### src/efc_pkg.sv
// Shared constants, register map and types for the embedded flash controller
package efc_pkg;

  // Timing base
  localparam int CLK_PERIOD_NS = 50;
  localparam int USEC_NS = 1000;
  localparam int TICK_CYCLES = (USEC_NS + CLK_PERIOD_NS - 1) / CLK_PERIOD_NS;
  localparam int TICK_W = 8;

  // Array access port
  localparam int FA_AW = 18;
  localparam int INFO_BIT = FA_AW - 1;

  // Register byte addresses
  localparam logic [31:0] OFS_CTRL = 32'h5006_0100;
  localparam logic [31:0] OFS_HOLD = 32'h5006_0104;
  localparam logic [31:0] OFS_PULSE = 32'h5006_0108;
  localparam logic [31:0] OFS_PAGE = 32'h5006_010c;
  localparam logic [31:0] OFS_MASS = 32'h5006_0110;
  localparam logic [31:0] OFS_WAKE = 32'h5006_0114;
  localparam logic [31:0] OFS_SEG = 32'h5006_0118;
  localparam logic [31:0] OFS_TOT_CNT = 32'h5006_011c;
  localparam logic [31:0] OFS_SEG_CNT = 32'h5006_0120;

  // Control/status field positions
  localparam int B_MODE_LO = 0;
  localparam int B_MODE_HI = 1;
  localparam int B_SLEEP_REQ = 2;
  localparam int B_SEL = 3;
  localparam int B_WRS = 4;
  localparam int B_ERS = 5;
  localparam int B_INHIBIT = 6;
  localparam int B_PROT = 7;
  localparam int B_WPROT = 8;
  localparam int B_RPROT = 9;
  localparam int B_SLEEP = 17;
  localparam int B_SUSP_EN = 18;
  localparam int B_SUSP_MODE = 19;
  localparam int B_SUSPENDED = 20;

  // Reset values
  localparam logic [15:0] RST_HOLD = 16'h0064;
  localparam logic [15:0] RST_PULSE = 16'h0008;
  localparam logic [23:0] RST_PAGE = 24'h013880;
  localparam logic [23:0] RST_MASS = 24'h013880;
  localparam logic [7:0] RST_WAKE = 8'h03;
  localparam logic [23:0] RST_SEG = 24'h0003e8;

  // Operation select encodings
  localparam logic [1:0] OP_NONE = 2'h0;
  localparam logic [1:0] OP_WRITE = 2'h1;
  localparam logic [1:0] OP_PAGE = 2'h2;
  localparam logic [1:0] OP_MASS = 2'h3;

  typedef enum logic [2:0] {
    S_IDLE, S_WAKE, S_DISPATCH, S_READ, S_PULSE, S_HOLD, S_ERASE
  } efc_fsm_t;

  typedef enum logic [3:0] {
    R_CTRL, R_HOLD, R_PULSE, R_PAGE, R_MASS, R_WAKE, R_SEG, R_TOT, R_SEGC, R_NONE
  } efc_reg_t;

  typedef struct packed {
    logic req;
    logic write;
    logic [FA_AW-1:0] addr;
    logic [31:0] wdata;
  } efc_fa_req_t;

  typedef struct packed {
    logic done;
    logic err;
    logic [31:0] rdata;
  } efc_fa_rsp_t;

  typedef struct packed {
    logic read_en;
    logic prog_en;
    logic erase_en;
    logic mass_en;
    logic info_sel;
    logic program_strobe;
    logic sleep;
    logic [FA_AW-1:0] addr;
    logic [31:0] wdata;
  } efc_array_t;

  typedef struct packed {
    logic [TICK_W-1:0] cnt;
  } efc_tick_t;

  typedef struct packed {
    efc_fsm_t fsm;
    logic rprot;
    logic wprot;
    logic prot;
    logic inhibit;
    logic ers;
    logic wrs;
    logic sel;
    logic sleep;
    logic susp_en;
    logic susp_mode;
    logic suspended;
    logic stall;
    logic mass;
    logic info;
    logic [1:0] mode;
    logic [15:0] hold_t;
    logic [15:0] pulse_t;
    logic [23:0] page_t;
    logic [23:0] mass_t;
    logic [7:0] wake_t;
    logic [23:0] seg_t;
    logic [23:0] cnt;
    logic [23:0] tot;
    logic [23:0] seg;
    logic [23:0] seg_start;
    logic op_wr;
    logic [FA_AW-1:0] op_addr;
    logic [31:0] op_wdata;
    efc_fa_rsp_t rsp;
    logic [31:0] prdata;
  } efc_state_t;

endpackage : efc_pkg

### src/efc_flash_ctrl.sv
// Flash program/erase sequencer with APB register file
// What this block does
// - Read-lock bit blocks array reads; software only sets it, reset clears it.
// - Write-lock bit blocks writes and erases; software only sets it.
// - General lock bit blocks all array access; software sets and clears it.
// - Read-inhibit status is one after write or erase until reads are allowed.
// - Erase-busy status is one while an erase cycle runs.
// - Write-busy status is one while a write cycle runs.
// - Access-kind select zero means read, one permits erase or write.
// - Writing one to the sleep request bit puts the array to sleep.
// - A read wakes the array; wake-up lasts wake count microseconds.
// - Operation select: 00 none, 01 write, 10 page erase, 11 bulk erase.
// - Bulk erase from info block erases info and main; else main only.
// - Program strobe hold lasts strobe hold count microseconds unless the last erase was a mass erase.
// - Each programming pulse lasts program pulse count microseconds.
// - Page erase lasts page erase count microseconds.
// - Mass erase lasts mass erase count microseconds.
// - Suspendable page erase runs in segments of segment count microseconds.
// - Total erase progress counter is readable, resets to zero.
// - Segment erase progress counter is readable, resets to zero.
// - Erase suspension works only with its enable bit set.
// - Suspend mode one stalls reads to segment end; zero suspends at once.
// - Sleep status reads one after reset, cleared by next array access, read or write.
//
// Chosen here: the APB interface to the registers.
module efc_flash_ctrl
  import efc_pkg::*;
(
  // Clock and reset
  input wire logic CLK_SYS,
  input wire logic RST_B,
  // APB slave
  input wire logic PSEL,
  input wire logic PENABLE,
  input wire logic PWRITE,
  input wire logic [31:0] PADDR,
  input wire logic [31:0] PWDATA,
  output logic [31:0] PRDATA,
  output logic PREADY,
  output logic PSLVERR,
  // Array access requests from the system
  input efc_fa_req_t FA_REQ,
  output efc_fa_rsp_t FA_RSP,
  // Flash array macro
  output efc_array_t ARRAY,
  input wire logic [31:0] ARRAY_RDATA
);

  efc_state_t st_q;
  efc_state_t st_d;
  logic tick;
  logic apb_setup;
  logic apb_wr;
  logic sleep_set;
  logic rd_req;
  logic [23:0] tot_dec;
  logic [23:0] seg_dec;

  function automatic efc_reg_t reg_sel(input logic [31:0] a);
    case (a)
      OFS_CTRL: reg_sel = R_CTRL;
      OFS_HOLD: reg_sel = R_HOLD;
      OFS_PULSE: reg_sel = R_PULSE;
      OFS_PAGE: reg_sel = R_PAGE;
      OFS_MASS: reg_sel = R_MASS;
      OFS_WAKE: reg_sel = R_WAKE;
      OFS_SEG: reg_sel = R_SEG;
      OFS_TOT_CNT: reg_sel = R_TOT;
      OFS_SEG_CNT: reg_sel = R_SEGC;
      default: reg_sel = R_NONE;
    endcase
  endfunction : reg_sel

  function automatic logic [31:0] ctrl_word(input efc_state_t s);
    logic [31:0] w;
    w = '0;
    w[B_MODE_HI:B_MODE_LO] = s.mode;
    w[B_SEL] = s.sel;
    w[B_WRS] = s.wrs;
    w[B_ERS] = s.ers;
    w[B_INHIBIT] = s.inhibit;
    w[B_PROT] = s.prot;
    w[B_WPROT] = s.wprot;
    w[B_RPROT] = s.rprot;
    w[B_SLEEP] = s.sleep;
    w[B_SUSP_EN] = s.susp_en;
    w[B_SUSP_MODE] = s.susp_mode;
    w[B_SUSPENDED] = s.suspended;
    ctrl_word = w;
  endfunction : ctrl_word

  function automatic logic [31:0] rd_word(input efc_state_t s, input efc_reg_t r);
    case (r)
      R_CTRL: rd_word = ctrl_word(s);
      R_HOLD: rd_word = {16'h0000, s.hold_t};
      R_PULSE: rd_word = {16'h0000, s.pulse_t};
      R_PAGE: rd_word = {8'h00, s.page_t};
      R_MASS: rd_word = {8'h00, s.mass_t};
      R_WAKE: rd_word = {24'h000000, s.wake_t};
      R_SEG: rd_word = {8'h00, s.seg_t};
      R_TOT: rd_word = {8'h00, s.tot};
      R_SEGC: rd_word = {8'h00, s.seg};
      default: rd_word = 32'h0000_0000;
    endcase
  endfunction : rd_word

  // A count of zero ends on the first tick, so no duration can hang
  function automatic logic last_tick(input logic [23:0] c);
    last_tick = (c <= 24'h000001);
  endfunction : last_tick

  efc_usec_tick #(
    .DIV(TICK_CYCLES)
  ) u_tick (
    .clk(CLK_SYS),
    .rst_b(RST_B),
    .tick(tick)
  );

  assign apb_setup = PSEL & ~PENABLE;
  assign apb_wr = PSEL & PENABLE & PWRITE;
  assign rd_req = FA_REQ.req & ~FA_REQ.write & ~st_q.rsp.done; // Held request not taken twice
  assign tot_dec = (st_q.tot != 24'h000000) ? st_q.tot - 24'h000001 : st_q.tot;
  assign seg_dec = (st_q.seg != 24'h000000) ? st_q.seg - 24'h000001 : st_q.seg;

  always_comb begin
    st_d = st_q;
    sleep_set = 1'b0;
    st_d.rsp.done = 1'b0;
    st_d.rsp.err = 1'b0;
    // Read data is sampled in the setup phase and shown in the access phase
    if (apb_setup) begin
      st_d.prdata = rd_word(st_q, reg_sel(PADDR));
    end
    if (apb_wr) begin
      case (reg_sel(PADDR))
        R_CTRL: begin
          st_d.rprot = st_q.rprot | PWDATA[B_RPROT];
          st_d.wprot = st_q.wprot | PWDATA[B_WPROT];
          st_d.prot = PWDATA[B_PROT];
          st_d.sel = PWDATA[B_SEL];
          st_d.mode = PWDATA[B_MODE_HI:B_MODE_LO];
          st_d.susp_en = PWDATA[B_SUSP_EN];
          st_d.susp_mode = PWDATA[B_SUSP_MODE];
          sleep_set = PWDATA[B_SLEEP_REQ];
        end
        R_HOLD: st_d.hold_t = PWDATA[15:0];
        R_PULSE: st_d.pulse_t = PWDATA[15:0];
        R_PAGE: st_d.page_t = PWDATA[23:0];
        R_MASS: st_d.mass_t = PWDATA[23:0];
        R_WAKE: st_d.wake_t = PWDATA[7:0];
        R_SEG: st_d.seg_t = PWDATA[23:0];
        default: begin
        end
      endcase
    end
    case (st_q.fsm)
      S_IDLE: begin
        if (FA_REQ.req && !st_q.rsp.done) begin
          st_d.op_wr = FA_REQ.write;
          st_d.op_addr = FA_REQ.addr;
          st_d.op_wdata = FA_REQ.wdata;
          if (st_q.sleep) begin
            st_d.cnt = {16'h0000, st_q.wake_t};
            st_d.fsm = S_WAKE;
          end else begin
            st_d.fsm = S_DISPATCH;
          end
        end
      end
      S_WAKE: begin
        if (tick) begin
          st_d.cnt = st_q.cnt - 24'h000001;
          if (last_tick(st_q.cnt)) begin
            st_d.sleep = 1'b0;
            st_d.fsm = S_DISPATCH;
          end
        end
      end
      S_DISPATCH: begin
        if (!st_q.op_wr) begin
          if (st_q.rprot || st_q.prot) begin
            st_d.rsp.done = 1'b1;
            st_d.rsp.err = 1'b1;
            st_d.fsm = st_q.suspended ? S_ERASE : S_IDLE;
            st_d.suspended = 1'b0;
          end else begin
            st_d.fsm = S_READ;
          end
        end else if (st_q.wprot || st_q.prot || !st_q.sel || st_q.mode == OP_NONE) begin
          st_d.rsp.done = 1'b1;
          st_d.rsp.err = 1'b1;
          st_d.fsm = S_IDLE;
        end else begin
          st_d.rsp.done = 1'b1;
          st_d.inhibit = 1'b1;
          if (st_q.mode == OP_WRITE) begin
            st_d.wrs = 1'b1;
            st_d.cnt = {8'h00, st_q.pulse_t};
            st_d.fsm = S_PULSE;
          end else begin
            st_d.ers = 1'b1;
            st_d.mass = (st_q.mode == OP_MASS);
            st_d.info = st_q.op_addr[INFO_BIT];
            st_d.tot = (st_q.mode == OP_MASS) ? st_q.mass_t : st_q.page_t;
            st_d.seg = st_q.seg_t;
            st_d.seg_start = st_d.tot;
            st_d.stall = 1'b0;
            st_d.fsm = S_ERASE;
          end
        end
      end
      S_READ: begin
        st_d.rsp.rdata = ARRAY_RDATA;
        st_d.rsp.done = 1'b1;
        st_d.fsm = st_q.suspended ? S_ERASE : S_IDLE;
        st_d.suspended = 1'b0;
      end
      S_PULSE: begin
        if (tick) begin
          st_d.cnt = st_q.cnt - 24'h000001;
          if (last_tick(st_q.cnt)) begin
            st_d.wrs = 1'b0;
            st_d.cnt = {8'h00, st_q.hold_t};
            st_d.fsm = S_HOLD;
          end
        end
      end
      S_HOLD: begin
        if (tick) begin
          st_d.cnt = st_q.cnt - 24'h000001;
          if (last_tick(st_q.cnt)) begin
            st_d.inhibit = 1'b0;
            st_d.fsm = S_IDLE;
          end
        end
      end
      S_ERASE: begin
        if (tick) begin
          st_d.tot = tot_dec;
          st_d.seg = seg_dec;
        end
        if (tick && last_tick(st_q.tot)) begin
          st_d.ers = 1'b0;
          st_d.tot = 24'h000000;
          st_d.stall = 1'b0;
          st_d.cnt = {8'h00, st_q.hold_t};
          st_d.fsm = S_HOLD;
        end else if (tick && last_tick(st_q.seg)) begin
          st_d.seg = st_q.seg_t;
          st_d.seg_start = tot_dec;
          // Mass erase is never split, so only page erase may pause here
          if (st_q.stall || (rd_req && st_q.susp_en && !st_q.mass)) begin
            st_d.stall = 1'b0;
            st_d.suspended = 1'b1;
            st_d.op_wr = 1'b0;
            st_d.op_addr = FA_REQ.addr;
            st_d.fsm = S_DISPATCH;
          end
        end else if (rd_req && st_q.susp_en && !st_q.mass && !st_q.stall) begin
          if (st_q.susp_mode) begin
            st_d.stall = 1'b1;
          end else begin
            // Elapsed part of the segment is given back to the total
            st_d.tot = st_q.seg_start;
            st_d.seg = st_q.seg_t;
            st_d.suspended = 1'b1;
            st_d.op_wr = 1'b0;
            st_d.op_addr = FA_REQ.addr;
            st_d.fsm = S_DISPATCH;
          end
        end
      end
      default: st_d.fsm = S_IDLE;
    endcase
    // A sleep request beats the wake-up clearing it in the same cycle
    if (sleep_set) begin
      st_d.sleep = 1'b1;
    end
  end

  always_ff @(posedge CLK_SYS or negedge RST_B) begin
    if (!RST_B) begin
      st_q <= '0;
      st_q.fsm <= S_IDLE;
      st_q.sleep <= 1'b1;
      st_q.hold_t <= RST_HOLD;
      st_q.pulse_t <= RST_PULSE;
      st_q.page_t <= RST_PAGE;
      st_q.mass_t <= RST_MASS;
      st_q.wake_t <= RST_WAKE;
      st_q.seg_t <= RST_SEG;
    end else begin
      st_q <= st_d;
    end
  end

  assign PRDATA = st_q.prdata;
  assign PREADY = 1'b1;
  assign PSLVERR = PSEL & PENABLE & (reg_sel(PADDR) == R_NONE);
  assign FA_RSP = st_q.rsp;

  always_comb begin
    ARRAY = '0;
    ARRAY.read_en = (st_q.fsm == S_READ);
    ARRAY.prog_en = (st_q.fsm == S_PULSE);
    ARRAY.program_strobe = (st_q.fsm == S_PULSE) || (st_q.fsm == S_HOLD && st_q.wrs == 1'b0
                           && st_q.ers == 1'b0 && !st_q.mass && st_q.op_wr);
    ARRAY.erase_en = (st_q.fsm == S_ERASE) && !st_q.stall;
    ARRAY.mass_en = (st_q.fsm == S_ERASE) && st_q.mass;
    ARRAY.info_sel = st_q.info;
    ARRAY.sleep = st_q.sleep;
    ARRAY.addr = st_q.op_addr;
    ARRAY.wdata = st_q.op_wdata;
  end

  property p_rprot_sticky;
    @(posedge CLK_SYS) disable iff (!RST_B)
    st_q.rprot |=> st_q.rprot;
  endproperty
  a_rprot_sticky: assert property (p_rprot_sticky) else $error("read lock dropped");

  property p_wr_lock;
    @(posedge CLK_SYS) disable iff (!RST_B)
    $rose(st_q.wrs) || $rose(st_q.ers) |-> !$past(st_q.wprot);
  endproperty
  a_wr_lock: assert property (p_wr_lock) else $error("write under write lock");

  property p_prot;
    @(posedge CLK_SYS) disable iff (!RST_B)
    (st_q.fsm == S_READ) |-> !st_q.prot && !st_q.rprot;
  endproperty
  a_prot: assert property (p_prot) else $error("read under lock");

  property p_inhibit;
    @(posedge CLK_SYS) disable iff (!RST_B)
    (st_q.wrs || st_q.ers) |-> st_q.inhibit;
  endproperty
  a_inhibit: assert property (p_inhibit) else $error("inhibit low while busy");

  property p_ers;
    @(posedge CLK_SYS) disable iff (!RST_B)
    ARRAY.erase_en |-> st_q.ers;
  endproperty
  a_ers: assert property (p_ers) else $error("erase without busy flag");

  property p_wrs;
    @(posedge CLK_SYS) disable iff (!RST_B)
    $rose(ARRAY.prog_en) |-> st_q.wrs && $past(st_q.sel) && $past(st_q.mode) == OP_WRITE;
  endproperty
  a_wrs: assert property (p_wrs) else $error("write without busy or select");

  property p_sleep_req;
    @(posedge CLK_SYS) disable iff (!RST_B)
    apb_wr && reg_sel(PADDR) == R_CTRL && PWDATA[B_SLEEP_REQ] |=> ARRAY.sleep;
  endproperty
  a_sleep_req: assert property (p_sleep_req) else $error("sleep request ignored");

  property p_wake;
    @(posedge CLK_SYS) disable iff (!RST_B)
    $fell(st_q.sleep) |-> $past(st_q.fsm) == S_WAKE && $past(tick);
  endproperty
  a_wake: assert property (p_wake) else $error("sleep cleared outside wake");

  property p_tick;
    @(posedge CLK_SYS) disable iff (!RST_B)
    tick |=> !tick [*8];
  endproperty
  a_tick: assert property (p_tick) else $error("tick too frequent");

  property p_tot_dec;
    @(posedge CLK_SYS) disable iff (!RST_B)
    st_q.fsm == S_ERASE && tick && !FA_REQ.req && st_q.tot > 24'h000001
      |=> st_q.tot == $past(st_q.tot) - 24'h000001;
  endproperty
  a_tot_dec: assert property (p_tot_dec) else $error("total counter not decremented");

  property p_suspend_mode0;
    @(posedge CLK_SYS) disable iff (!RST_B)
    st_q.fsm == S_ERASE && rd_req && st_q.susp_en && !st_q.susp_mode && !st_q.mass
      && !st_q.stall && !tick |=> st_q.suspended && st_q.tot == $past(st_q.seg_start);
  endproperty
  a_suspend_mode0: assert property (p_suspend_mode0) else $error("no immediate suspend");

  property p_no_suspend;
    @(posedge CLK_SYS) disable iff (!RST_B)
    !st_q.susp_en && !$past(st_q.susp_en) |-> !$rose(st_q.suspended);
  endproperty
  a_no_suspend: assert property (p_no_suspend) else $error("suspend while disabled");

endmodule : efc_flash_ctrl

### src/efc_usec_tick.sv
// One-microsecond tick generator from the system clock
module efc_usec_tick
  import efc_pkg::*;
#(
  parameter int DIV = TICK_CYCLES
) (
  // Clock and reset
  input wire logic clk,
  input wire logic rst_b,
  // Tick out
  output logic tick
);

  efc_tick_t st_q;
  efc_tick_t st_d;

  always_comb begin
    st_d = st_q;
    if (st_q.cnt == TICK_W'(DIV - 1)) begin
      st_d.cnt = '0;
    end else begin
      st_d.cnt = st_q.cnt + TICK_W'(1);
    end
  end

  always_ff @(posedge clk or negedge rst_b) begin
    if (!rst_b) begin
      st_q <= '0;
    end else begin
      st_q <= st_d;
    end
  end

  assign tick = (st_q.cnt == TICK_W'(DIV - 1));

endmodule : efc_usec_tick

### config.mk
export PLATFORM = sky130hd
export DESIGN_NAME = efc_flash_ctrl
export DESIGN_NICKNAME = d
export VERILOG_FILES = /design/src/efc_pkg.sv /design/src/efc_flash_ctrl.sv /design/src/efc_usec_tick.sv
export SDC_FILE = /design/constraint.sdc
export NUM_CORES = 1
export LEC_CHECK = 0
export ABC_AREA = 1
export BUFFER_PORTS_ARGS = -buffer_cell sky130_fd_sc_hd__buf_4
export CAP_MARGIN = 10
export CORE_ASPECT_RATIO = 1.4
export CORE_MARGIN = 5
export CORE_UTILIZATION = 45
export DETAILED_ROUTE_END_ITERATION = 10
export PLACE_DENSITY = 0.63
export SYNTH_ARGS = -nofsm -noshare
export SYNTH_HDL_FRONTEND = slang
export SYNTH_HIERARCHICAL = 1
export SYNTH_SLANG_ARGS = --single-unit
### constraint.sdc
create_clock -name CLK_SYS -period 2.9 [get_ports CLK_SYS]
set_clock_uncertainty 0.05 [all_clocks]
set_input_delay 0 -clock CLK_SYS [delete_from_list [all_inputs] [get_ports CLK_SYS]]
set_output_delay 0 -clock CLK_SYS [all_outputs]
set_load 0.1 [all_outputs]
==> metrics.cfg <==
[outcome]
status = complete, no violations

[critical_path]
crit_start = u_tick/st_q[0]$_DFF_PN0_
reg2reg_depth = 14
critPathLaunchType = flop
max_stage_delay_ns = 0.39
cpMostUsedCell = o21ai_0
path_max_fanout = 31
cp.arrival_ns = 3.06
rr_startpoint = u_tick/st_q[0]$_DFF_PN0_
cp.depth = 14
cp_slowest_cell = dfrtp_1
crit_family = simple AND/OR/NAND/NOR gates
required_ns = 3.28
crit_chain = ha_1 -> nand3_1 -> nor2_4 -> o21ai_0 -> nor2_2 -> nand3_4 -> nand2_4 -> buf_4 -> inv_1 -> buf_4 -> o21ai_0 -> inv_1 -> o21ai_0 -> a21boi_1
endpoint_kind = flop
crit_type = reg2reg
critPathBufInv = 4

[floorplan]
io_pins = 278
dieArea_mm2 = 0.0495
die_width_um = 189
core-area_mm2 = 0.0448
row_count = 92
initial_utilization_pct = 45.3
die_y_um = 261

[clocking]
root_buffer = clkbuf_16
cts_tree = built
post_cts_buffers = 0
clk_latency_ns = 0.56
numCtsBuffers = 37
cts_htree_levels = 2
max-clock-path-buffers = 3
path_clk_slew_ns = 0.06
cts_sinks = 344

[power]
p_total_w = 0.0225
power_density_mw_per_mm2 = 917
vdd_ir_drop_max_v = 0.000833
leakagePower_nw = 12.2

[drt]
drt-initial-drc-count = 1582
postRouteAntennaNets = 0
drc = 0
routed_via_density = 5.35
dr.pass1.iters = 6
post_drt_wl_per_cell_um = 19.0
vias = 19300
routed_wirelength_um = 68700

[final_layout]
final_util_pct = 54.8
multi_input_area_mm2 = 0.00938
fillCellCount = 4252
antennaDiodeCount = 0
design_area_mm2 = 0.0246
synthToLayoutAreaGrowth_pct = 21.0
regArea_mm2 = 0.00864
drive_gt1_share_pct = 17.8
nets = 3177

[sta]
drv_slew = 0
max_freq_mhz = 373
setup_viol = 0
tns_ns = 0
finalCriticalPeriod_ns = 2.68
fin_crit_sh_pct = 92.4
slew-limit-headroom_pct = 44.2
rsz0062_at_grt = false
tightest_slew_ns = 0.837
hold_viol_final = 0

[yosys]
ys.flop_type = dfrtp_1
ys_ff_latch = 344
synthDistinctLibCells = 52
synth-edff-count = 0
ys_seq_area_share_pct = 42.6
yosys_warnings = 6
async_reset_ff_share_pct = 100
syn_area_mm2 = 0.0203
avgSynthCellArea_um2 = 7.34
syn-instance-count = 2765

[run]
cap_violations = 0

[placed_design]
place_area_mm2 = 0.0221
hpwl_um = 50400
gp_congestion = 0.972
io_buffers = 260

[worst_hold_path]
hp-class = in2async

[global_route]
grt_pass1_vias = 19100
grt_pass1_wl_um = 107000
grt_antenna_before_repair = 0
grt_max_degree = 84
overflow = 0
grt_usage_pct = 27.0

synthesized netlist by cell type, drive strengths merged (2+ instances only):
master	number	area [um2]
o21ai	320	1670
nand2	856	3260
o22ai	10	62.6
o31ai	2	15.0
nor3	21	154
o211ai	21	158
or2	8	50.1
a21oi	60	300
conb	2	7.51
a21boi	26	195
and3	2	12.5
clkbuf	40	154
nor4	7	58.8
nor2	313	1260
buf	194	1340
inv	223	837
dfrtp	321	8030
ha	9	113
mux2	33	372
nand3	196	998
xnor2	3	26.3
clkinv	2	7.51
nand4	29	224
a31oi	5	31.3
o21bai	3	26.3
dfstp	23	604
xor2	31	272
worst paths after layout:
kind / end / slack [ns]
max in group asynchronous: st_q[171]$_DFFE_PN0P_ / 1.87
min in group CLK_SYS: ARRAY[50]$_DFFE_PN1P_ / 0.05
min: ARRAY[33]$_DFFE_PN0P_ / 0.01
max: st_q[179]$_DFFE_PN0P_ / 0.22
max reg2reg: st_q[179]$_DFFE_PN0P_ / 0.22
min reg2reg: FA_RSP[2]$_DFFE_PN0P_ / 0.42
power by group:
group          leakage (nW)  switching (W)  internal, W  total, W
registers              4.49       0.000771      0.00570   0.00647
clock network         0.637        0.00206      0.00302   0.00508
logic                  7.05        0.00811      0.00284    0.0110
cell families after synthesis:
kind of cell	count (synthesis)	synth area share (%)
simple gates	1434	29.8
buf+inv	459	11.5
compound gates	450	12.2
flops	344	42.6
xor+xnor	34	1.47
mux	33	1.83
fa+ha+maj	9	0.555
other cells	2	0.0370
metal layers:
metal,track usage (%),wire [um],vias to the layer above
li1,-,-,9238
met2,47.3,33800,784
met3,4.33,4650,168
met1,31.9,26300,9119
met4,14.5,4000,0
met5,0,0,-
cell type report:
type | count | area share (%)
Multi-Input combinational cell | 1969 | 38.2
Tap cell | 564 | 2.87
Inverter | 225 | 3.44
Clock buffer | 51 | 4.31
Timing Repair Buffer | 438 | 15.0
Sequential cell | 344 | 35.2
Clock inverter | 16 | 0.968
timing repair:
action | in CTS | in global routing
pin swaps | 0 | 1
gates resized for setup | 1 | 2
hold buffers | 112 | 0
endpoints found under the setup margin | 1 | 29
endpoints found under the hold margin | 503 | 0
stage by stage:
step / cells / setup slack, ns / hold WS [ns]
3_5_place_dp: 3428 / 0.0293 / 0.00727
6_report: 3607 / 0.221 / 0.0110
2_1_floorplan: 2772 / 0.444 / -0.346
5_1_grt: 3607 / 0.0364 / 0.0743
3_3_place_gp: 3428 / 0.135 / 0.00591
4_1_cts: 3607 / 0.0610 / 0.0234
worst reg2reg max path: cells and delay by family (launching register included):
family	cells	cell delay, ns
and+or+nand+nor	5	0.91
buffers and inverters	4	0.51
AOI/OAI and AO/OA	4	0.47
DFF	1	0.39
adders and majority gates	1	0.22
flip-flops by register name, summed over array words and instances, names as in the netlist:
signal       count
PRDATA          24
u_tick/st_q      8
st_q           226
ARRAY           52
FA_RSP          34
layout by cell type, fill, tap and decap left out, types with 15 or more instances in the layout:
master,synthesis,layout
mux2_2,33,33
nand4_1,25,25
inv_2,16,16
nand3_1,194,193
xor2_1,31,31
nand2_1,836,835
dfrtp_1,321,321
dlygate4sd3_1,0,112
a21oi_1,60,60
inv_1,207,207
nor2_1,296,293
a21boi_1,20,20
dfstp_2,23,23
buf_4,129,316
o21ai_1,84,84
o21ai_0,219,219
o211ai_1,21,21
o21ai_2,17,17
nand2_2,20,20
nor3_1,15,15
clkbuf_16,0,37
Power figures use the tool's default switching activity.
